[src/serial_port_defs.svh]
// Purpose: shared constants for the asynchronous serial port
// Assumes: included by bare name
// Notes: all timing counts are in sys_clk cycles
`ifndef SERIAL_PORT_DEFS_SVH
`define SERIAL_PORT_DEFS_SVH

// fewest data bits; word_len code adds to this
`define WLEN_BASE 4'h5
// widest character
`define DATA_W 8
// receive word: multidrop address bit above data, zero outside multidrop mode
`define RX_WORD_W 9
// fifo depth as log2
`define RX_FIFO_LOG 4
// default clocks per bit (100 MHz / 115200)
`define DEF_BIT_DIV 16'h0364
// infrared pulse is 3/16 of a bit time
`define IR_NUM 16'h0003
`define IR_SHIFT 4
// reset values
`define LINE_IDLE 1'b1
`define CNT_ZERO 16'h0000
`define BIT_ZERO 8'h00

`endif

[src/serial_port_pkg.sv]
// Purpose: state types for the asynchronous serial port
// Assumes: nothing
// Notes: states carry no codes
package serial_port_pkg;

  typedef enum logic [2:0] {
    TX_IDLE, TX_START, TX_DATA, TX_PAR, TX_STOP, TX_IFS, TX_BRK
  } tx_state_t;

  typedef enum logic [2:0] {
    RX_IDLE, RX_START, RX_DATA, RX_PAR, RX_STOP
  } rx_state_t;

endpackage

[src/serial_port.sv]
// Purpose: full-duplex asynchronous serial port
// Assumes: all inputs synchronous to sys_clk; bit_div >= 4
// Notes: plain ports stand in for control and status registers
`include "serial_port_defs.svh"
module serial_port #(
  parameter int FIFO_LOG = `RX_FIFO_LOG
) (
  // clock and reset
  input wire logic sys_clk,
  input wire logic rst,
  // configuration
  input wire logic [15:0] bit_div,
  input wire logic [1:0] word_len,
  input wire logic parity_en,
  input wire logic parity_odd,
  input wire logic multidrop_bus_mode,
  input wire logic [7:0] node_addr,
  input wire logic two_stop,
  input wire logic auto_flow,
  input wire logic [FIFO_LOG:0] rts_level,
  input wire logic [7:0] break_len,
  input wire logic [7:0] ifs_len,
  input wire logic ir_mode,
  // transmit data
  input wire logic tx_valid,
  output logic tx_ready,
  input wire logic [7:0] tx_data,
  input wire logic tx_addr,
  input wire logic tx_break,
  output logic tx_dma_req,
  // receive data
  output logic rx_valid,
  input wire logic rx_ready,
  output logic [7:0] rx_data,
  output logic rx_addr,
  output logic rx_dma_req,
  output logic rx_attn,
  // status flags
  output logic parity_err,
  output logic frame_err,
  output logic break_seen,
  output logic overrun,
  input wire logic [3:0] err_clr,
  // serial pins
  output logic txd,
  input wire logic rxd,
  output logic ir_txd,
  input wire logic ir_rxd,
  input wire logic cts_n,
  output logic rts_n
);
  serial_port_pkg::tx_state_t tx_st_ff, nxt_tx_st;
  serial_port_pkg::rx_state_t rx_st_ff, nxt_rx_st;
  logic [15:0] tx_cnt_ff, nxt_tx_cnt, rx_cnt_ff, nxt_rx_cnt, ir_st_ff, nxt_ir_st;
  logic [7:0] tx_bit_ff, nxt_tx_bit, rx_bit_ff, nxt_rx_bit;
  logic [7:0] hold_ff, nxt_hold, tx_sh_ff, nxt_tx_sh, rx_sh_ff, nxt_rx_sh;
  logic hold_full_ff, nxt_hold_full, hold_addr_ff, nxt_hold_addr, hold_brk_ff, nxt_hold_brk;
  logic tx_xbit_ff, nxt_tx_xbit, tx_line_ff, nxt_tx_line, ir_tx_ff, nxt_ir_tx;
  logic rx_xbit_ff, nxt_rx_xbit, rx_stoplow_ff, nxt_rx_stoplow;
  logic push_ff, nxt_push, push_addr_ff, nxt_push_addr, attn_ff, nxt_attn;
  logic [7:0] push_data_ff, nxt_push_data;
  logic sel_ff, nxt_sel;
  logic [3:0] flag_ff, nxt_flag, flag_set;
  logic [7:0] nbits, stop_cnt;
  logic xbit_on, tx_end, rx_end, rx_mid, rx_in, fifo_in_ready;
  logic [FIFO_LOG:0] fifo_count;
  logic [`RX_WORD_W-1:0] fifo_out;
  logic [15:0] ir_w;

  // parity over the active character bits
  function automatic logic par_calc(input logic [7:0] d, input logic [7:0] n, input logic odd);
    logic p;
    p = odd;
    for (int i = 0; i < `DATA_W; i++) begin
      if (8'(i) < n) begin
        p = p ^ d[i];
      end
    end
    return p;
  endfunction

  assign nbits = 8'({2'b00, word_len}) + 8'(`WLEN_BASE);
  assign stop_cnt = two_stop ? 8'h02 : 8'h01;
  assign xbit_on = parity_en || multidrop_bus_mode;
  assign tx_end = (tx_cnt_ff == bit_div - 16'h0001);
  assign rx_end = (rx_cnt_ff == bit_div - 16'h0001);
  assign rx_mid = (rx_cnt_ff == (bit_div >> 1));
  assign ir_w = ((bit_div * `IR_NUM) >> `IR_SHIFT) | 16'h0001;
  assign tx_ready = !hold_full_ff;
  assign tx_dma_req = !hold_full_ff;
  assign rx_dma_req = rx_valid;
  // infrared receive: a pulse marks a zero for one bit time
  assign rx_in = ir_mode ? (ir_st_ff == `CNT_ZERO && !ir_rxd) : rxd;
  assign txd = tx_line_ff;
  assign ir_txd = ir_tx_ff;
  assign rts_n = auto_flow && (fifo_count >= rts_level);
  assign rx_data = fifo_out[7:0];
  assign rx_addr = fifo_out[`DATA_W];
  assign rx_attn = attn_ff;
  assign parity_err = flag_ff[0];
  assign frame_err = flag_ff[1];
  assign break_seen = flag_ff[2];
  assign overrun = flag_ff[3];

  // transmit path
  always_comb begin
    nxt_tx_st = tx_st_ff;
    nxt_tx_cnt = (tx_st_ff == serial_port_pkg::TX_IDLE || tx_end) ? `CNT_ZERO : tx_cnt_ff + 16'h0001;
    nxt_tx_bit = tx_bit_ff;
    nxt_tx_sh = tx_sh_ff;
    nxt_tx_xbit = tx_xbit_ff;
    nxt_tx_line = tx_line_ff;
    nxt_hold = hold_ff;
    nxt_hold_full = hold_full_ff;
    nxt_hold_addr = hold_addr_ff;
    nxt_hold_brk = hold_brk_ff;
    if (tx_valid && !hold_full_ff) begin
      nxt_hold = tx_data;
      nxt_hold_addr = tx_addr;
      nxt_hold_brk = tx_break;
      nxt_hold_full = 1'b1;
    end
    unique case (tx_st_ff)
      serial_port_pkg::TX_IDLE: begin
        nxt_tx_line = `LINE_IDLE;
        if (hold_full_ff && (!auto_flow || !cts_n)) begin
          nxt_hold_full = 1'b0;
          nxt_tx_sh = hold_ff;
          nxt_tx_xbit = multidrop_bus_mode ? hold_addr_ff : par_calc(hold_ff, nbits, parity_odd);
          nxt_tx_bit = `BIT_ZERO;
          nxt_tx_line = 1'b0;
          nxt_tx_st = hold_brk_ff ? serial_port_pkg::TX_BRK : serial_port_pkg::TX_START;
        end
      end
      serial_port_pkg::TX_START: begin
        if (tx_end) begin
          nxt_tx_line = tx_sh_ff[0];
          nxt_tx_st = serial_port_pkg::TX_DATA;
        end
      end
      serial_port_pkg::TX_DATA: begin
        if (tx_end) begin
          nxt_tx_sh = tx_sh_ff >> 1;
          nxt_tx_bit = tx_bit_ff + 8'h01;
          nxt_tx_line = tx_sh_ff[1];
          if (tx_bit_ff == nbits - 8'h01) begin
            nxt_tx_bit = `BIT_ZERO;
            nxt_tx_line = xbit_on ? tx_xbit_ff : `LINE_IDLE;
            nxt_tx_st = xbit_on ? serial_port_pkg::TX_PAR : serial_port_pkg::TX_STOP;
          end
        end
      end
      serial_port_pkg::TX_PAR: begin
        if (tx_end) begin
          nxt_tx_line = `LINE_IDLE;
          nxt_tx_st = serial_port_pkg::TX_STOP;
        end
      end
      serial_port_pkg::TX_STOP: begin
        if (tx_end) begin
          nxt_tx_bit = tx_bit_ff + 8'h01;
          if (tx_bit_ff == stop_cnt - 8'h01) begin
            nxt_tx_bit = `BIT_ZERO;
            nxt_tx_st = (ifs_len != `BIT_ZERO) ? serial_port_pkg::TX_IFS : serial_port_pkg::TX_IDLE;
          end
        end
      end
      serial_port_pkg::TX_IFS: begin
        if (tx_end) begin
          nxt_tx_bit = tx_bit_ff + 8'h01;
          if (tx_bit_ff == ifs_len - 8'h01) begin
            nxt_tx_st = serial_port_pkg::TX_IDLE;
          end
        end
      end
      serial_port_pkg::TX_BRK: begin
        if (tx_end) begin
          nxt_tx_bit = tx_bit_ff + 8'h01;
          if (break_len == `BIT_ZERO || tx_bit_ff >= break_len - 8'h01) begin
            nxt_tx_bit = `BIT_ZERO;
            nxt_tx_line = `LINE_IDLE;
            nxt_tx_st = serial_port_pkg::TX_STOP;
          end
        end
      end
    endcase
    // infrared send: zero bits become a short high pulse
    nxt_ir_tx = ir_mode && !tx_line_ff && (tx_cnt_ff < ir_w);
  end

  always_ff @(posedge sys_clk or posedge rst) begin
    if (rst) begin
      tx_st_ff <= serial_port_pkg::TX_IDLE;
      tx_cnt_ff <= `CNT_ZERO;
      tx_bit_ff <= `BIT_ZERO;
      tx_sh_ff <= `BIT_ZERO;
      tx_xbit_ff <= 1'b0;
      tx_line_ff <= `LINE_IDLE;
      ir_tx_ff <= 1'b0;
      hold_ff <= `BIT_ZERO;
      hold_full_ff <= 1'b0;
      hold_addr_ff <= 1'b0;
      hold_brk_ff <= 1'b0;
    end else begin
      tx_st_ff <= nxt_tx_st;
      tx_cnt_ff <= nxt_tx_cnt;
      tx_bit_ff <= nxt_tx_bit;
      tx_sh_ff <= nxt_tx_sh;
      tx_xbit_ff <= nxt_tx_xbit;
      tx_line_ff <= nxt_tx_line;
      ir_tx_ff <= nxt_ir_tx;
      hold_ff <= nxt_hold;
      hold_full_ff <= nxt_hold_full;
      hold_addr_ff <= nxt_hold_addr;
      hold_brk_ff <= nxt_hold_brk;
    end
  end

  // receive path
  always_comb begin
    nxt_rx_st = rx_st_ff;
    nxt_rx_cnt = (rx_st_ff == serial_port_pkg::RX_IDLE || rx_end) ? `CNT_ZERO : rx_cnt_ff + 16'h0001;
    nxt_rx_bit = rx_bit_ff;
    nxt_rx_sh = rx_sh_ff;
    nxt_rx_xbit = rx_xbit_ff;
    nxt_rx_stoplow = rx_stoplow_ff;
    nxt_push = 1'b0;
    nxt_push_data = push_data_ff;
    nxt_push_addr = push_addr_ff;
    nxt_attn = 1'b0;
    nxt_sel = sel_ff;
    flag_set = 4'h0;
    nxt_ir_st = ir_st_ff;
    if (ir_rxd) begin
      nxt_ir_st = bit_div;
    end else if (ir_st_ff != `CNT_ZERO) begin
      nxt_ir_st = ir_st_ff - 16'h0001;
    end
    unique case (rx_st_ff)
      serial_port_pkg::RX_IDLE: begin
        if (!rx_in) begin
          nxt_rx_st = serial_port_pkg::RX_START;
          nxt_rx_sh = `BIT_ZERO;
          nxt_rx_bit = `BIT_ZERO;
          nxt_rx_stoplow = 1'b0;
        end
      end
      serial_port_pkg::RX_START: begin
        if (rx_mid) begin
          nxt_rx_cnt = `CNT_ZERO;
          nxt_rx_st = rx_in ? serial_port_pkg::RX_IDLE : serial_port_pkg::RX_DATA;
        end
      end
      serial_port_pkg::RX_DATA: begin
        if (rx_end) begin
          nxt_rx_sh[rx_bit_ff[2:0]] = rx_in;
          nxt_rx_bit = rx_bit_ff + 8'h01;
          if (rx_bit_ff == nbits - 8'h01) begin
            nxt_rx_bit = `BIT_ZERO;
            nxt_rx_st = xbit_on ? serial_port_pkg::RX_PAR : serial_port_pkg::RX_STOP;
          end
        end
      end
      serial_port_pkg::RX_PAR: begin
        if (rx_end) begin
          nxt_rx_xbit = rx_in;
          nxt_rx_st = serial_port_pkg::RX_STOP;
        end
      end
      serial_port_pkg::RX_STOP: begin
        if (rx_end) begin
          nxt_rx_stoplow = rx_stoplow_ff || !rx_in;
          nxt_rx_bit = rx_bit_ff + 8'h01;
          if (rx_bit_ff == stop_cnt - 8'h01) begin
            nxt_rx_st = serial_port_pkg::RX_IDLE;
            flag_set[0] = parity_en && !multidrop_bus_mode
                          && (rx_xbit_ff != par_calc(rx_sh_ff, nbits, parity_odd));
            flag_set[1] = nxt_rx_stoplow;
            flag_set[2] = nxt_rx_stoplow && rx_sh_ff == `BIT_ZERO && !(xbit_on && rx_xbit_ff);
            if (multidrop_bus_mode && rx_xbit_ff) begin
              nxt_sel = (rx_sh_ff == node_addr);
            end
            nxt_push = !multidrop_bus_mode || (rx_xbit_ff ? rx_sh_ff == node_addr : sel_ff);
            nxt_attn = nxt_push;
            nxt_push_data = rx_sh_ff;
            nxt_push_addr = multidrop_bus_mode ? rx_xbit_ff : 1'b0;
          end
        end
      end
    endcase
    flag_set[3] = push_ff && !fifo_in_ready;
    // a new event wins over a clear in the same cycle
    nxt_flag = flag_set | (flag_ff & ~err_clr);
  end

  always_ff @(posedge sys_clk or posedge rst) begin
    if (rst) begin
      rx_st_ff <= serial_port_pkg::RX_IDLE;
      rx_cnt_ff <= `CNT_ZERO;
      rx_bit_ff <= `BIT_ZERO;
      rx_sh_ff <= `BIT_ZERO;
      rx_xbit_ff <= 1'b0;
      rx_stoplow_ff <= 1'b0;
      push_ff <= 1'b0;
      push_data_ff <= `BIT_ZERO;
      push_addr_ff <= 1'b0;
      attn_ff <= 1'b0;
      sel_ff <= 1'b0;
      flag_ff <= 4'h0;
      ir_st_ff <= `CNT_ZERO;
    end else begin
      rx_st_ff <= nxt_rx_st;
      rx_cnt_ff <= nxt_rx_cnt;
      rx_bit_ff <= nxt_rx_bit;
      rx_sh_ff <= nxt_rx_sh;
      rx_xbit_ff <= nxt_rx_xbit;
      rx_stoplow_ff <= nxt_rx_stoplow;
      push_ff <= nxt_push;
      push_data_ff <= nxt_push_data;
      push_addr_ff <= nxt_push_addr;
      attn_ff <= nxt_attn;
      sel_ff <= nxt_sel;
      flag_ff <= nxt_flag;
      ir_st_ff <= nxt_ir_st;
    end
  end

  rx_fifo_buf #(
    .WIDTH(`RX_WORD_W),
    .DEPTH_LOG(FIFO_LOG)
  ) u_rx_fifo (
    .sys_clk(sys_clk),
    .rst(rst),
    .in_valid(push_ff),
    .in_ready(fifo_in_ready),
    .in_data({push_addr_ff, push_data_ff}),
    .out_valid(rx_valid),
    .out_ready(rx_ready),
    .out_data(fifo_out),
    .count(fifo_count)
  );
endmodule

[src/rx_fifo_buf.sv]
// Purpose: receive fifo in flip-flops with fill count
// Assumes: single clock, push and pop may coincide
// Notes: out_data reads storage by index
`include "serial_port_defs.svh"
module rx_fifo_buf #(
  parameter int WIDTH = `RX_WORD_W,
  parameter int DEPTH_LOG = `RX_FIFO_LOG
) (
  // clock and reset
  input wire logic sys_clk,
  input wire logic rst,
  // fill side
  input wire logic in_valid,
  output logic in_ready,
  input wire logic [WIDTH-1:0] in_data,
  // drain side
  output logic out_valid,
  input wire logic out_ready,
  output logic [WIDTH-1:0] out_data,
  // fill level
  output logic [DEPTH_LOG:0] count
);
  localparam int DEPTH = 1 << DEPTH_LOG;

  logic [WIDTH-1:0] mem_ff [DEPTH];
  logic [DEPTH_LOG-1:0] wr_ff, rd_ff, nxt_wr, nxt_rd;
  logic [DEPTH_LOG:0] cnt_ff, nxt_cnt;
  logic push, pop;

  assign in_ready = (cnt_ff != DEPTH[DEPTH_LOG:0]);
  assign out_valid = (cnt_ff != '0);
  assign out_data = mem_ff[rd_ff];
  assign count = cnt_ff;
  assign push = in_valid && in_ready;
  assign pop = out_valid && out_ready;

  always_comb begin
    nxt_wr = push ? wr_ff + 1'b1 : wr_ff;
    nxt_rd = pop ? rd_ff + 1'b1 : rd_ff;
    nxt_cnt = cnt_ff;
    if (push && !pop) begin
      nxt_cnt = cnt_ff + 1'b1;
    end else if (pop && !push) begin
      nxt_cnt = cnt_ff - 1'b1;
    end
  end

  always_ff @(posedge sys_clk or posedge rst) begin
    if (rst) begin
      wr_ff <= '0;
      rd_ff <= '0;
      cnt_ff <= '0;
    end else begin
      wr_ff <= nxt_wr;
      rd_ff <= nxt_rd;
      cnt_ff <= nxt_cnt;
    end
  end

  // storage has no reset
  always_ff @(posedge sys_clk) begin
    if (push) begin
      mem_ff[wr_ff] <= in_data;
    end
  end
endmodule

[config.mk]
export PLATFORM = sky130hd
export DESIGN_NAME = serial_port
export DESIGN_NICKNAME = d
export VERILOG_FILES = /design/src/serial_port_pkg.sv /design/src/serial_port.sv /design/src/rx_fifo_buf.sv
export VERILOG_INCLUDE_DIRS = /design/src
export SDC_FILE = /design/constraint.sdc
export NUM_CORES = 1
export LEC_CHECK = 0
export BUFFER_PORTS_ARGS = -buffer_cell sky130_fd_sc_hd__buf_4
export CAP_MARGIN = 10
export CELL_PAD_IN_SITES_DETAIL_PLACEMENT = 1
export CELL_PAD_IN_SITES_GLOBAL_PLACEMENT = 1
export CORE_MARGIN = 4
export CORE_UTILIZATION = 50
export CTS_CLUSTER_DIAMETER = 80
export CTS_CLUSTER_SIZE = 30
export DETAILED_ROUTE_END_ITERATION = 7
export GPL_TIMING_DRIVEN = 0
export MAX_ROUTING_LAYER = met4
export PLACE_DENSITY = 0.79
export SLEW_MARGIN = 20
export SYNTH_ARGS = -nofsm -noshare
export SYNTH_HDL_FRONTEND = slang
export SYNTH_SLANG_ARGS = --single-unit
[constraint.sdc]
create_clock -name sys_clk -period 8.57 [get_ports sys_clk]
set_input_delay 0.4285 -clock sys_clk [delete_from_list [all_inputs] [get_ports sys_clk]]
set_output_delay 0.4285 -clock sys_clk [all_outputs]
set_load 0.01 [all_outputs]
== After elaboration in Yosys (flattened, before gate mapping) ==
Memories as Yosys holds them, arrays and structs flattened.
Index checks and enable logic that the tools add are counted.
Widths: inputs -> output; s select.
Storage, ports and cells
  RAM bits: 144
  register bits after elaboration: 130
  memories kept: 1
Memory list
  u_rx_fifo.mem_ff: words 16, bits a word 9, read ports 1, clocked after memory_dff 0, write ports 1, RTL line rx_fifo_buf.sv:25  | logic [WIDTH-1:0] mem_ff [DEPTH];
Cells by class
  equal/unequal tests: 39
  multipliers: 1
  reduce and logical (&&, ||, !) cells: 64
  $lt $le $gt $ge: 13
  bitwise operators: 19
  multiplexer cells: 136
  add/subtract/negate cells: 15
Operators by type and width (count)
  $mux 8: 15
  $mux 16: 6
  $mux 1: 77
  $mux 3: 24
  $eq 8x8->1: 6
  $pmux 8 s5: 1
  $ne 2x2->1 const B: 17
  $add 16x1->16 const B: 2
  $eq 16x16->1: 2
  $pmux 8 s2: 2
  $sub 16x1->16 const B: 2
  $pmux 8 s3: 1
  $pmux 3 s7: 1
  $logic_and 1x1->1: 18
  $add 8x1->8 const B: 2
  $eq 16x15->1: 1
  $logic_not 16->1: 1
  $logic_not 8->1: 2
  $lt 16x12->1: 1
  $lt 3x4->1 const A: 4
  $mul 16x2->16 const B: 1
  $reduce_bool 16->1: 1
  $sub 8x1->8 const B: 2
  $xor 1x1->1: 16
  other kinds (41): 82

== Longest topological paths before layout ==
Gate-level depths: netlist (run 1).
  depth in word-level cells: 47
  gate-level depth with buffers: 19
  gate-level depth less buffers: 18

== Hierarchy ==
A second synthesis (run 1) with hierarchy kept.
Unflattened totals
  cells, all modules: 1439
  area total of the unflattened synthesis: 16019.1 um2
Modules (own cells, without submodules)
  serial_port: times used 1, sequential area each 2929.1 um2, cells an instance 1093, area an instance 9585.4 um2
  rx_fifo_buf: times used 1, sequential area each 4649.5 um2, cells an instance 346, area an instance 6433.7 um2

== Worst setup path before layout (run 1) ==
OpenSTA, ideal clock, no wires.
  kind: input to register
  from: input port bit_div[11]
  to: register tx_st_ff[0]
  arrival: 3186 ps
  data required time: 8445 ps
  path slack: 5259 ps
  stages on the path: 13
  setup time: 125 ps
  path through: clkbuf_1 -> inv_1 -> ha_1 -> clkbuf_1 -> nor2b_1 -> mux2_2 -> a221o_1 -> nor4_2 -> o2111ai_2 -> o21ai_2 -> a21oi_1 -> nor3_1 -> mux2_2
Between the ends
  longest elaborated chain between the ends: 4
RTL lines
  start: declaration: RTL line serial_port.sv:12  | input wire logic [15:0] bit_div,
  $sub 16x1->16 (*): RTL line serial_port.sv:85  | assign tx_end = (tx_cnt_ff == bit_div - 16'h0001);
  $eq 16x16->1 (*): RTL line serial_port.sv:85
  $ne 2x2->1 (no source line)
  $reduce_and 11->1 (no source line) (*)
  end signal: assignment: RTL line serial_port.sv:193  | tx_st_ff <= serial_port_pkg::TX_IDLE;
  end signal: assignment: RTL line serial_port.sv:205  | tx_st_ff <= nxt_tx_st;
  end: declaration: RTL line serial_port.sv:52  | serial_port_pkg::tx_state_t tx_st_ff, nxt_tx_st;
Every way passes the cells marked *; elsewhere a longest branch is shown, timed or not.
A chain may end at the register's enable or synchronous reset.

== Final worst setup path (run 1) ==
  from: register u_rx_fifo.rd_ff[0]
  to: output port rx_data[5]
Between the ends
  longest elaborated chain between the ends: 1
RTL lines
  start: declaration: RTL line rx_fifo_buf.sv:26  | logic [DEPTH_LOG-1:0] wr_ff, rd_ff, nxt_wr, nxt_rd;
  start signal: assignment: RTL line rx_fifo_buf.sv:55  | rd_ff <= nxt_rd;
  $mem_v2 16x9
  end: declaration: RTL line serial_port.sv:34  | output logic [7:0] rx_data,
No other way between the ends.

==> results.json, run 1 <==
{
  "status": "complete, no violations",
  "cts-root-to-sink-buffers": 3,
  "avgViaCountPerCell": 5.773,
  "synthesis.yosys.warnings": 0,
  "floorplan.die.height_um": 182.2,
  "std_cell_rows": 63,
  "grt_util_met1_pct": 30.64,
  "maxCapViolCount": 0,
  "first_pass_grt_wire_length_um": 62940,
  "worstPathMaxFanout": 10,
  "routed-via-count": 10480,
  "timing.fmax_mhz": 247.4,
  "cellLeakagePower_nw": 6.388,
  "slew_worst_pin_ns": 0.9447,
  "syn-cell-area_um2": 15170,
  "coreArea_um2": 29800,
  "place.detailed.hpwl_um": 28700,
  "power.density_nw_per_um2": 156.3,
  "final_count_of_pins_violating_max_slew": 0,
  "clk-insertion-delay-late_ns": 0.51,
  "average_footprint_of_a_synthesized_cell_um2": 11.62,
  "final_area_um2": 16910,
  "routed_wire_length_per_instance_um": 21.24,
  "worstSetupPathType": "flip-flop to output port",
  "drive_above_1_share_pct": 15.65,
  "num-nets-final": 1564,
  "clkSlewWorstSetupHoldPaths_ns": 0.12,
  "grt_overflow_total": 0,
  "setup.worst_path.start_class": "flip-flop",
  "placed_area_um2": 16390,
  "yosys-top-cells-count": "sky130_fd_sc_hd__edfxtp_1 (144), sky130_fd_sc_hd__dfrtp_1 (129), sky130_fd_sc_hd__nor2_1 (101), sky130_fd_sc_hd__nand2_1 (93), sky130_fd_sc_hd__xnor2_1 (90)",
  "syn_to_final_growth_pct": 11.50,
  "synth.top_cell.area_share_pct": 28.51,
  "placement.io_buffers": 90,
  "min_period_over_period_pct": 47.16,
  "asyncSetResetFlopFracSynth_pct": 47.45,
  "synth_edf_count": 144,
  "min_period_ns": 4.041,
  "antenna-diode-count": 0,
  "post-synth-top-area-cell": "sky130_fd_sc_hd__edfxtp_1",
  "die_area_um2": 33180,
  "floorplan.die.width_um": 182.2,
  "detail_route.first_pass.iterations": 4,
  "arrival_ns": 3.61,
  "min_path_type": "primary input to flip-flop",
  "power_mw": 2.644,
  "clock_skew_ns": 0.03726,
  "pin_count_of_the_biggest_net_entering_global_routing": 89,
  "ys.flop_type": "sky130_fd_sc_hd__edfxtp_1",
  "cp_data_required_time_ns": 8.14,
  "multiInputGateArea_um2": 7167,
  "tritoncts_clock_tree": "done",
  "drt-initial-drc-count": 554,
  "register_area_um2": 7579,
  "synth_cell_types": 73,
  "grt_util_met3_pct": 2.551,
  "tns_ns": 0,
  "post_synth_inst_count": 1305,
  "vdd_drop_max_mv": 0.1052,
  "synth_nets": 1454,
  "setup.worst_path.end_class": "output port",
  "clock_sinks": 274,
  "netlist_top_cells_area": "sky130_fd_sc_hd__edfxtp_1 (29%), sky130_fd_sc_hd__dfrtp_1 (21%), sky130_fd_sc_hd__mux4_2 (6.7%), sky130_fd_sc_hd__ha_1 (6.1%), sky130_fd_sc_hd__xnor2_1 (5.2%)",
  "initial_core_util_pct": 50.90,
  "timing.max_slew.rel_slack_pct": 36.79,
  "cts-htree-levels": 1,
  "n_fill_cell": 3182,
  "cts_buffers": 16,
  "top_usage_layer": "met2",
  "boundaryPins": 95,
  "post_synthesis_register_bit_count": 274,
  "finalSetupViolations": 0,
  "synth.most_common_cell": "sky130_fd_sc_hd__edfxtp_1",
  "remaining_drc_errors": 0,
  "post_cts.resized_instances": 0,
  "antenna_found_initial": 0,
  "gpl.final_weighted_congestion": 0.8497,
  "grtUsageMet2_pct": 42.94,
  "post-cts-setup-buffers": 0,
  "finalWirelength_um": 38550,
  "grt_use_total_pct": 24.14,
  "final_hold_violation_count": 0,
  "final_antenna_net_count": 0,
  "root_buffer": "sky130_fd_sc_hd__clkbuf_16",
  "unrepaired_setup_endpoints_after_global_routing": "false",
  "number_of_global_route_vias_before_repair": 11540,
  "seq_area_frac_synth_pct": 49.97
}
[cells by family after synthesis]
| kind of cell | share of synthesized area (%) |
|---|---|
| and+or+nand+nor | 12.88 |
| buffers and inverters | 2.912 |
| adders and majority gates | 6.237 |
| xor gates and xnor gates | 10.01 |
| muxes | 9.338 |
| DFF | 49.97 |
| AOI/OAI and AO/OA | 8.662 |
[routing by layer]
layer  part of all wire (%)  up-vias
met5                      0        -
met4                    1.6        0
met3                    3.3       39
met2                     53      171
met1                     42     5348
li1                       -     4920
[report_power, final]
part	switching, mW	leakage, nW	total [mW]	internal (mW)
logic	0.187	3.35	0.352	0.165
registers	0.0404	2.79	1.45	1.41
clock network	0.453	0.254	0.843	0.390
total	0.681	6.39	2.64	1.96
[final cells by class]
class / instances / area share (%)
Buffer: 62 / 1.480
Clock buffer: 21 / 2.686
Clock inverter: 7 / 0.3625
Inverter: 51 / 1.176
Multi-Input combinational cell: 918 / 42.38
Sequential cell: 274 / 44.81
Tap cell: 390 / 2.885
Timing Repair Buffer: 92 / 4.217
[per-stage QoR]
stage	instances	utilization (%)	setup slack (ns)	hold WS (ns)
floorplan	1305	-	4.674	0.4366
global placement	1785	54.81	2.806	0.4626
detailed placement	1786	54.99	4.160	0.4421
CTS	1815	56.76	4.390	0.06358
global route	1815	56.76	4.242	0.07697
finish	1815	56.76	4.529	0.09224
[flip-flops by register name, indices dropped and copies added (netlist names), 3 cells and up]
register / flops
rx_cnt_ff: 16
rx_st_ff: 3
rx_sh_ff: 8
tx_sh_ff: 8
flag_ff: 4
tx_cnt_ff: 16
hold_ff: 8
u_rx_fifo.rd_ff: 4
u_rx_fifo.count: 5
tx_bit_ff: 8
ir_st_ff: 16
u_rx_fifo.mem_ff: 144
tx_st_ff: 3
u_rx_fifo.wr_ff: 4
rx_bit_ff: 8
push_data_ff: 8
[critical path, cell delays in order (launching register included)]
cell	delay, ns
sky130_fd_sc_hd__dfrtp_1	0.42
sky130_fd_sc_hd__clkbuf_1	0.63
sky130_fd_sc_hd__buf_1	0.70
sky130_fd_sc_hd__mux4_2	0.65
sky130_fd_sc_hd__mux4_2	0.52
sky130_fd_sc_hd__buf_4	0.17
[cells in the final DEF (no fill, tap or decap), types with 48 or more instances in the layout]
cell type	count
sky130_fd_sc_hd__nor2_1	101
sky130_fd_sc_hd__edfxtp_1	144
sky130_fd_sc_hd__ha_1	74
sky130_fd_sc_hd__dfrtp_1	129
sky130_fd_sc_hd__xor2_1	73
sky130_fd_sc_hd__nand2_1	93
sky130_fd_sc_hd__buf_4	93
sky130_fd_sc_hd__o21ai_0	69
sky130_fd_sc_hd__clkbuf_1	48
sky130_fd_sc_hd__inv_1	50
sky130_fd_sc_hd__xnor2_1	90
[repair_timing]
item                                   in CTS  in global routing
endpoints found under the hold margin      42                  0
hold buffers                                1                  0
setup endpoints to repair                   0                  0
[path summary, 6_finish.rpt]
kind / from / endpoint / slack, ns / cells after the start
worst max register to register: rx_cnt_ff[2]$_DFF_PP0_ / rx_attn$_DFF_PP0_ / 4.92 / 9
worst min-delay path: err_clr[3] / flag_ff[3]$_DFF_PP0_ / 0.09 / 2
min in group asynchronous: rst / rx_stoplow_ff$_DFFE_PP0P_ / 0.45 / 3
worst min register to register: tx_sh_ff[2]$_DFFE_PP0P_ / tx_sh_ff[2]$_DFFE_PP0P_ / 0.49 / 2
worst max-delay path: u_rx_fifo.rd_ff[0]$_DFFE_PP0P_ / rx_data[5] / 4.53 / 5
max in group asynchronous: rst / rx_cnt_ff[2]$_DFF_PP0_ / 7.36 / 4
(Power assumes the default switching activity.)
==> inputs of run 2 (changes only) <==
--- a/config.mk
+++ b/config.mk
@@ -6,18 +6,19 @@
 export SDC_FILE = /design/constraint.sdc
 export NUM_CORES = 1
 export LEC_CHECK = 0
+export ABC_AREA = 1
 export BUFFER_PORTS_ARGS = -buffer_cell sky130_fd_sc_hd__buf_4
 export CAP_MARGIN = 10
 export CELL_PAD_IN_SITES_DETAIL_PLACEMENT = 1
 export CELL_PAD_IN_SITES_GLOBAL_PLACEMENT = 1
 export CORE_MARGIN = 4
-export CORE_UTILIZATION = 50
+export CORE_UTILIZATION = 43
 export CTS_CLUSTER_DIAMETER = 80
 export CTS_CLUSTER_SIZE = 30
 export DETAILED_ROUTE_END_ITERATION = 7
 export GPL_TIMING_DRIVEN = 0
 export MAX_ROUTING_LAYER = met4
-export PLACE_DENSITY = 0.79
+export PLACE_DENSITY = 0.75
 export SLEW_MARGIN = 20
 export SYNTH_ARGS = -nofsm -noshare
 export SYNTH_HDL_FRONTEND = slang
==> constraint.sdc (replaced) <==
create_clock -name sys_clk -period 3.2 [get_ports sys_clk]
set_input_delay 0.16 -clock sys_clk [delete_from_list [all_inputs] [get_ports sys_clk]]
set_output_delay 0.16 -clock sys_clk [all_outputs]
set_load 0.01 [all_outputs]
==> run 2 against run 1 <==
  * Critical path depth rose by 3
  * Sequential share of layout area fell by 3.7 points
  * Register-to-register slack got worse by 4.7 ns
  * Power grew to 4.4 times the previous value
  * Routed wire length grew 26%
  * Utilization decreased by 6.6 points
  * Worst hold slack worse by 0.065 ns
  * First-iteration DRC count up 31%
  * Clock skew increased by 0.0069 ns
  * Clock power rose to 3.3 times the previous value
  * Critical path type unchanged
  * Critical endpoint is now rx_data[7]
  * Largest power group is now combinational logic
==> results.json, run 2 <==
{
  "status": "complete, no violations",
  "pin_count_of_the_biggest_net_entering_global_routing": 31,
  "clkSlewWorstSetupHoldPaths_ns": 0.11,
  "cts_buffers": 18,
  "p_seq_share_pct": 37.0,
  "worstPathMaxFanout": 10,
  "synth_nets": 2038,
  "critical-path-max-stage-delay_ns": 0.59,
  "dr_wl_met2_um": 25060,
  "remaining_drc_errors": 0,
  "clock_skew_ns": 0.04411,
  "placement.io_buffers": 92,
  "synth_edf_count": 144,
  "synth.top_cell.area_share_pct": 26.89,
  "post-synth-top-area-cell": "sky130_fd_sc_hd__edfxtp_1",
  "maxCapViolCount": 0,
  "layout_common_cells": "sky130_fd_sc_hd__nand2_1 (410), sky130_fd_sc_hd__nor2_1 (252), sky130_fd_sc_hd__inv_1 (190), sky130_fd_sc_hd__nand3_1 (158), sky130_fd_sc_hd__edfxtp_1 (144)",
  "crit_path_cell_trace": "clkbuf_1, inv_1, clkbuf_1, nor2_1, o32ai_1, o211ai_1, nand2_1, buf_4",
  "grt_overflow_total": 0,
  "top_layer": "met4",
  "tns_ns": 0,
  "antenna-diode-count": 0,
  "num-nets-final": 2179,
  "avgViaCountPerCell": 5.547,
  "n_fill_cell": 4441,
  "synth.most_common_cell": "sky130_fd_sc_hd__nand2_1",
  "drive_above_1_share_pct": 9.354,
  "timing.critical_path.slowest_stage_cell": "sky130_fd_sc_hd__clkbuf_1",
  "whs_ns": 0.02678,
  "timing.fmax_mhz": 336.1,
  "finalSetupViolations": 0,
  "p_sw_share_pct": 41.42,
  "min_period_over_period_pct": 92.98,
  "root_buffer": "sky130_fd_sc_hd__clkbuf_16",
  "post_synthesis_register_bit_count": 274,
  "detailedPlace.worstSlack_ns": 0.1304,
  "std_cell_rows": 70,
  "clock_sinks": 274,
  "seq_area_frac_synth_pct": 47.14,
  "critical_path_s_most_frequent_cell": "sky130_fd_sc_hd__clkbuf_1",
  "timing.final.ws_setup_ns": 0.2245,
  "die_area_um2": 40550,
  "grt_use_total_pct": 24.47,
  "drt-initial-drc-count": 728,
  "final_count_of_pins_violating_max_slew": 0,
  "routed-via-count": 13920,
  "power.density_nw_per_um2": 632.2,
  "unrepaired_setup_endpoints_after_global_routing": "false",
  "setup.worst_path.end_class": "output port",
  "antenna_found_initial": 0,
  "place.detailed.hpwl_um": 37000,
  "syn_to_final_growth_pct": 14.71,
  "final_area_um2": 18440,
  "arrival_ns": 2.82,
  "critical-path-top-delay-family": "buffers and inverters",
  "number_of_global_route_vias_before_repair": 15130,
  "floorplan.die.height_um": 201.4,
  "syn-cell-area_um2": 16080,
  "boundaryPins": 95,
  "cp_data_required_time_ns": 3.04,
  "netlist_top_cells_area": "sky130_fd_sc_hd__edfxtp_1 (27%), sky130_fd_sc_hd__dfrtp_1 (20%), sky130_fd_sc_hd__nand2_1 (9.6%), sky130_fd_sc_hd__nor2_1 (5.9%), sky130_fd_sc_hd__ha_1 (5.8%)",
  "worstSetupPathType": "flip-flop to output port",
  "cellLeakagePower_nw": 8.148,
  "timing.max_slew.rel_slack_pct": 35.67,
  "largest_register_ffs": 144,
  "coreArea_um2": 36790,
  "tritoncts_clock_tree": "done",
  "synth_cell_types": 59,
  "synthesis.yosys.warnings": 0,
  "p_switching_mw": 4.830,
  "first_pass_grt_wire_length_um": 78990,
  "wl_met1_um": 20340,
  "min_period_ns": 2.976,
  "cts-root-to-sink-buffers": 3,
  "placed_area_um2": 17470,
  "ys.flop_type": "sky130_fd_sc_hd__edfxtp_1",
  "final_hold_violation_count": 0,
  "yosys-top-cells-count": "sky130_fd_sc_hd__nand2_1 (411), sky130_fd_sc_hd__nor2_1 (253), sky130_fd_sc_hd__inv_1 (191), sky130_fd_sc_hd__nand3_1 (158), sky130_fd_sc_hd__edfxtp_1 (144)",
  "most_common_library_cell_in_the_layout_ignoring_fill_and_taps": "sky130_fd_sc_hd__nand2_1",
  "power_report.internal_total_mw": 6.830,
  "setup.worst_path.start_class": "flip-flop",
  "max_flop_register": "u_rx_fifo.mem_ff",
  "min_path_type": "primary input to flip-flop",
  "floorplan.die.width_um": 201.4,
  "part_of_the_total_power_dissipated_in_the_clock_network_pct": 23.6,
  "clk-insertion-delay-late_ns": 0.54,
  "final_antenna_net_count": 0,
  "detail_route.first_pass.iterations": 7,
  "finalWirelength_um": 48520,
  "cp.buffers_inverters": 4,
  "gpl.final_weighted_congestion": 0.9079,
  "average_footprint_of_a_synthesized_cell_um2": 8.511,
  "initial_core_util_pct": 43.71,
  "slew_worst_pin_ns": 0.9614,
  "asyncSetResetFlopFracSynth_pct": 47.45,
  "vdd_drop_max_mv": 0.4916,
  "met3WireLength_um": 1460,
  "routed_wire_length_per_instance_um": 19.33,
  "comb_power_share_pct": 39.4,
  "cts-htree-levels": 1,
  "post_synth_inst_count": 1889
}
==> run 2: changes by cell type in the layout (fill, tap and decap cells not counted), sizes merged, moves of 18 or more <==
cell         delta
nand2         +322
nor2          +156
inv           +143
nand3         +115
xnor2          -60
mux4           -45
o21ai          +31
o221ai         +26
a21oi          +22
dlygate4sd3    +22
mux2i          +21
o31ai          -20
nand4          +18
xor2           -18
==> run 2: stage by stage <==
step	instances	power, mW	util, %
floorplan	1889	7.289	-
global placement	2449	8.717	47.19
detailed placement	2454	8.939	47.50
CTS	2509	11.75	50.06
global route	2510	12.46	50.14
finish	2510	11.66	50.14
==> run 2: layout make-up <==
class / instances / area [um2] / share of cell area (%)
clock buffers: 21 / 493.0 / 2.673
repair buffers: 121 / 1044 / 5.658
plain buffers: 45 / 202.7 / 1.099
clock inverters: 11 / 214.0 / 1.160
inverters: 197 / 743.2 / 4.030
flip-flops and latches: 274 / 7579 / 41.09
well taps: 468 / 585.6 / 3.175
multi-input cells: 1373 / 7582 / 41.11
==> run 2: cell families after synthesis <==
kind of cell	share of synthesized area, %
AND/OR/NAND/NOR	24.70
flip-flops	47.14
AO/OA/AOI/OAI	9.183
buffers and inverters	5.798
XOR/XNOR	4.677
adder cells (fa/ha/maj)	5.883
multiplexers	2.623
==> run 2: routing by layer <==
layer | vias to the layer above | global-route usage, %
met4 | 0 | 7.690
met1 | 6935 | 29.45
met2 | 243 | 43.72
met3 | 98 | 2.111
li1 | 6647 | -
met5 | - | -
==> run 2: timing repair <==
item,in CTS,in global routing
buffers inserted,0,1
endpoints found under the hold margin,78,0
gates resized for setup,4,11
pin swaps,0,1
endpoints found under the setup margin,6,32
hold buffers,23,0
==> run 2: power groups by stage <==
| stage | Clock (mW) | Combinational, mW | Sequential [mW] |
|---|---|---|---|
| 3_3_place_gp | 0 | 4.34 | 4.37 |
| 2_1_floorplan | 0 | 3.00 | 4.29 |
| 4_1_cts | 2.82 | 4.61 | 4.32 |
| 5_1_grt | 2.95 | 5.14 | 4.37 |
| 6_report | 2.75 | 4.60 | 4.32 |
| 3_5_place_dp | 0 | 4.55 | 4.39 |
==> run 2: worst min-delay path: cells and delay by family <==
| family | cells | cell delay (ns) |
|---|---|---|
| compound gates | 1 | 0.14 |
| buf+inv | 2 | 0.20 |
==> run 2: path summary, 6_finish.rpt <==
path,from,endpoint,slack (ns),cells after the start
max,u_rx_fifo.rd_ff[0]$_DFFE_PP0P_,rx_data[7],0.22,8
min,bit_div[2],ir_st_ff[2]$_DFFE_PP0N_,0.03,3
max reg2reg,u_rx_fifo.count[1]$_DFFE_PP0P_,u_rx_fifo.count[4]$_DFFE_PP0P_,0.25,12
min reg2reg,sel_ff$_DFFE_PP0P_,sel_ff$_DFFE_PP0P_,0.50,2
max in group asynchronous,rst,tx_bit_ff[0]$_DFFE_PP0P_,2.25,5
min in group asynchronous,rst,flag_ff[3]$_DFF_PP0_,0.20,3
==> inputs of run 3 (changes only) <==
--- a/config.mk
+++ b/config.mk
@@ -19,6 +19,7 @@
 export GPL_TIMING_DRIVEN = 0
 export MAX_ROUTING_LAYER = met4
 export PLACE_DENSITY = 0.75
+export RECOVER_POWER = 25
 export SLEW_MARGIN = 20
 export SYNTH_ARGS = -nofsm -noshare
 export SYNTH_HDL_FRONTEND = slang
==> run 3 against run 2 <==
  * The run now ends with max-capacitance violations, max-slew violations left
  * Combinational power hardly changed
  * Clock-buffer cell count stayed put
  * Non-clock buffer count unchanged
  * Power hardly changed
  * Critical path type unchanged
  * Clock skew increased by 0.0020 ns
  * Register-to-register slack hardly changed
  * Largest power group unchanged
  * Cell count unchanged
  * Worst hold slack worse by 0.00060 ns
  * Routed wire length increased by 0.19%
  * Fmax is 1.5% lower
  * Via count is 0.21% lower
  * Final area shrank 0.36%
==> results.json, run 3 (same netlist as run 2, synthesis figures left out) <==
{
  "timing.max_slew.rel_slack_pct": -23.23,
  "max_flop_register": "u_rx_fifo.mem_ff",
  "grtUsageMet2_pct": 43.72,
  "maxCapViolCount": 1,
  "power_report.internal_total_mw": 6.821,
  "boundaryPins": 95,
  "setup.worst_path.end_class": "output port",
  "tritoncts_clock_tree": "done",
  "floorplan.die.height_um": 201.4,
  "critical_path_s_most_frequent_cell": "sky130_fd_sc_hd__clkbuf_1",
  "cts-root-to-sink-buffers": 3,
  "p_switching_mw": 4.832,
  "drive_above_1_share_pct": 9.207,
  "finalWirelength_um": 48610,
  "syn_to_final_growth_pct": 14.30,
  "power.density_nw_per_um2": 634.1,
  "largest_register_ffs": 144,
  "cp_data_required_time_ns": 3.04,
  "arrival_ns": 2.86,
  "top_usage_layer": "met2",
  "p_seq_share_pct": 37.1,
  "final_antenna_net_count": 0,
  "failing_checks": "max-capacitance violations, max-slew violations",
  "tns_ns": 0,
  "grt_util_met3_pct": 2.111,
  "number_of_global_route_vias_before_repair": 15130,
  "drt-initial-drc-count": 748,
  "unrepaired_setup_endpoints_after_global_routing": "false",
  "grt_use_total_pct": 24.47,
  "first_pass_grt_wire_length_um": 78990,
  "routed-via-count": 13890,
  "coreArea_um2": 36790,
  "num-nets-final": 2179,
  "routed_wire_length_per_instance_um": 19.37,
  "grt_overflow_total": 0,
  "clkSlewWorstSetupHoldPaths_ns": 0.11,
  "antenna-diode-count": 0,
  "place.detailed.hpwl_um": 37000,
  "detail_route.first_pass.iterations": 5,
  "layout_common_cells": "sky130_fd_sc_hd__nand2_1 (410), sky130_fd_sc_hd__nor2_1 (252), sky130_fd_sc_hd__inv_1 (190), sky130_fd_sc_hd__nand3_1 (158), sky130_fd_sc_hd__edfxtp_1 (144)",
  "finalSetupViolations": 0,
  "die_area_um2": 40550,
  "initial_core_util_pct": 43.71,
  "placed_area_um2": 17470,
  "antenna_found_initial": 0,
  "comb_power_share_pct": 39.4,
  "worstPathMaxFanout": 10,
  "slew_worst_pin_ns": 1.848,
  "part_of_the_total_power_dissipated_in_the_clock_network_pct": 23.6,
  "clock_sinks": 274,
  "crit_path_cell_trace": "clkbuf_1, clkbuf_1, o21ai_0, o221ai_1, nand3_1, nand2_1, buf_4",
  "worstSetupPathType": "flip-flop to output port",
  "clock_skew_ns": 0.04614,
  "cts_buffers": 18,
  "timing.critical_path.slowest_stage_cell": "sky130_fd_sc_hd__clkbuf_1",
  "min_period_ns": 3.020,
  "most_common_library_cell_in_the_layout_ignoring_fill_and_taps": "sky130_fd_sc_hd__nand2_1",
  "gpl.final_weighted_congestion": 0.9079,
  "critical-path-max-stage-delay_ns": 0.56,
  "whs_ns": 0.02618,
  "critical-path-top-delay-family": "buffers and inverters",
  "pin_count_of_the_biggest_net_entering_global_routing": 31,
  "p_sw_share_pct": 41.46,
  "placement.io_buffers": 92,
  "final_area_um2": 18380,
  "vdd_drop_max_mv": 0.4916,
  "min_period_over_period_pct": 94.37,
  "final_count_of_pins_violating_max_slew": 27,
  "timing.fmax_mhz": 331.1,
  "cts-htree-levels": 1,
  "min_path_type": "primary input to flip-flop",
  "status": "finished, violations left",
  "clk-insertion-delay-late_ns": 0.54,
  "remaining_drc_errors": 0,
  "setup.worst_path.start_class": "flip-flop",
  "grt_util_met1_pct": 29.45,
  "final_util_pct": 49.96,
  "cp.buffers_inverters": 3,
  "floorplan.die.width_um": 201.4,
  "root_buffer": "sky130_fd_sc_hd__clkbuf_16",
  "avgViaCountPerCell": 5.535,
  "cellLeakagePower_nw": 8.116,
  "std_cell_rows": 70,
  "final_hold_violation_count": 0
}
## run 3: through the flow
stage | std cells | power (mW) | setup slack [ns]
floorplan | 1889 | 7.289 | 0.6560
global placement | 2449 | 8.717 | 0.1208
detailed placement | 2454 | 8.939 | 0.1304
CTS | 2509 | 11.75 | 0.07959
global route | 2510 | 12.45 | 0.01466
finish | 2510 | 11.65 | 0.1802
## run 3: power by group through the flow
| stage | logic, mW | clock network, mW | registers, mW |
|---|---|---|---|
| after CTS | 4.61 | 2.82 | 4.32 |
| final | 4.59 | 2.75 | 4.32 |
| after detailed placement | 4.55 | 0 | 4.39 |
| after floorplan | 3.00 | 0 | 4.29 |
| after global placement | 4.34 | 0 | 4.37 |
| after global routing | 5.13 | 2.95 | 4.37 |
## run 3: what timing repair did
item	4_1_cts	5_1_grt
resized for setup	4	11
pin swaps	0	1
hold endpoints to repair	78	0
setup endpoints to repair	6	32
hold buffers	23	0
setup buffers	0	1
cloned	0	0
## run 3: worst min-delay path: cells and delay by family
| family | cells | cell delay, ns |
|---|---|---|
| buf+inv | 2 | 0.20 |
| compound gates | 1 | 0.14 |
## run 3: final cells by class
cell class | instances | area, um2
buffer | 45 | 202.7
clock buffer | 21 | 493.0
clock inverter | 11 | 214.0
fill | 4450 | 18410
inverter | 197 | 740.7
multi-input combinational | 1373 | 7582
sequential | 274 | 7579
tap | 468 | 585.6
timing repair buffer | 121 | 979.7
## run 3: worst paths after layout
path	start	end	slack, ns	depth (start not counted)
worst max-delay path	u_rx_fifo.rd_ff[0]$_DFFE_PP0P_	rx_data[2]	0.18	7
worst min-delay path	bit_div[2]	ir_st_ff[2]$_DFFE_PP0N_	0.03	3
worst max register to register	u_rx_fifo.count[1]$_DFFE_PP0P_	u_rx_fifo.count[4]$_DFFE_PP0P_	0.24	12
worst min register to register	sel_ff$_DFFE_PP0P_	sel_ff$_DFFE_PP0P_	0.50	2
max in group asynchronous	rst	tx_cnt_ff[0]$_DFF_PP0_	0.76	5
min in group asynchronous	rst	flag_ff[3]$_DFF_PP0_	0.27	3
## run 3: routing by layer
metal,routed length [um],up-vias
met5,0,-
met4,1596,0
met3,1461,95
met2,25090,231
met1,20460,6921
li1,-,6647
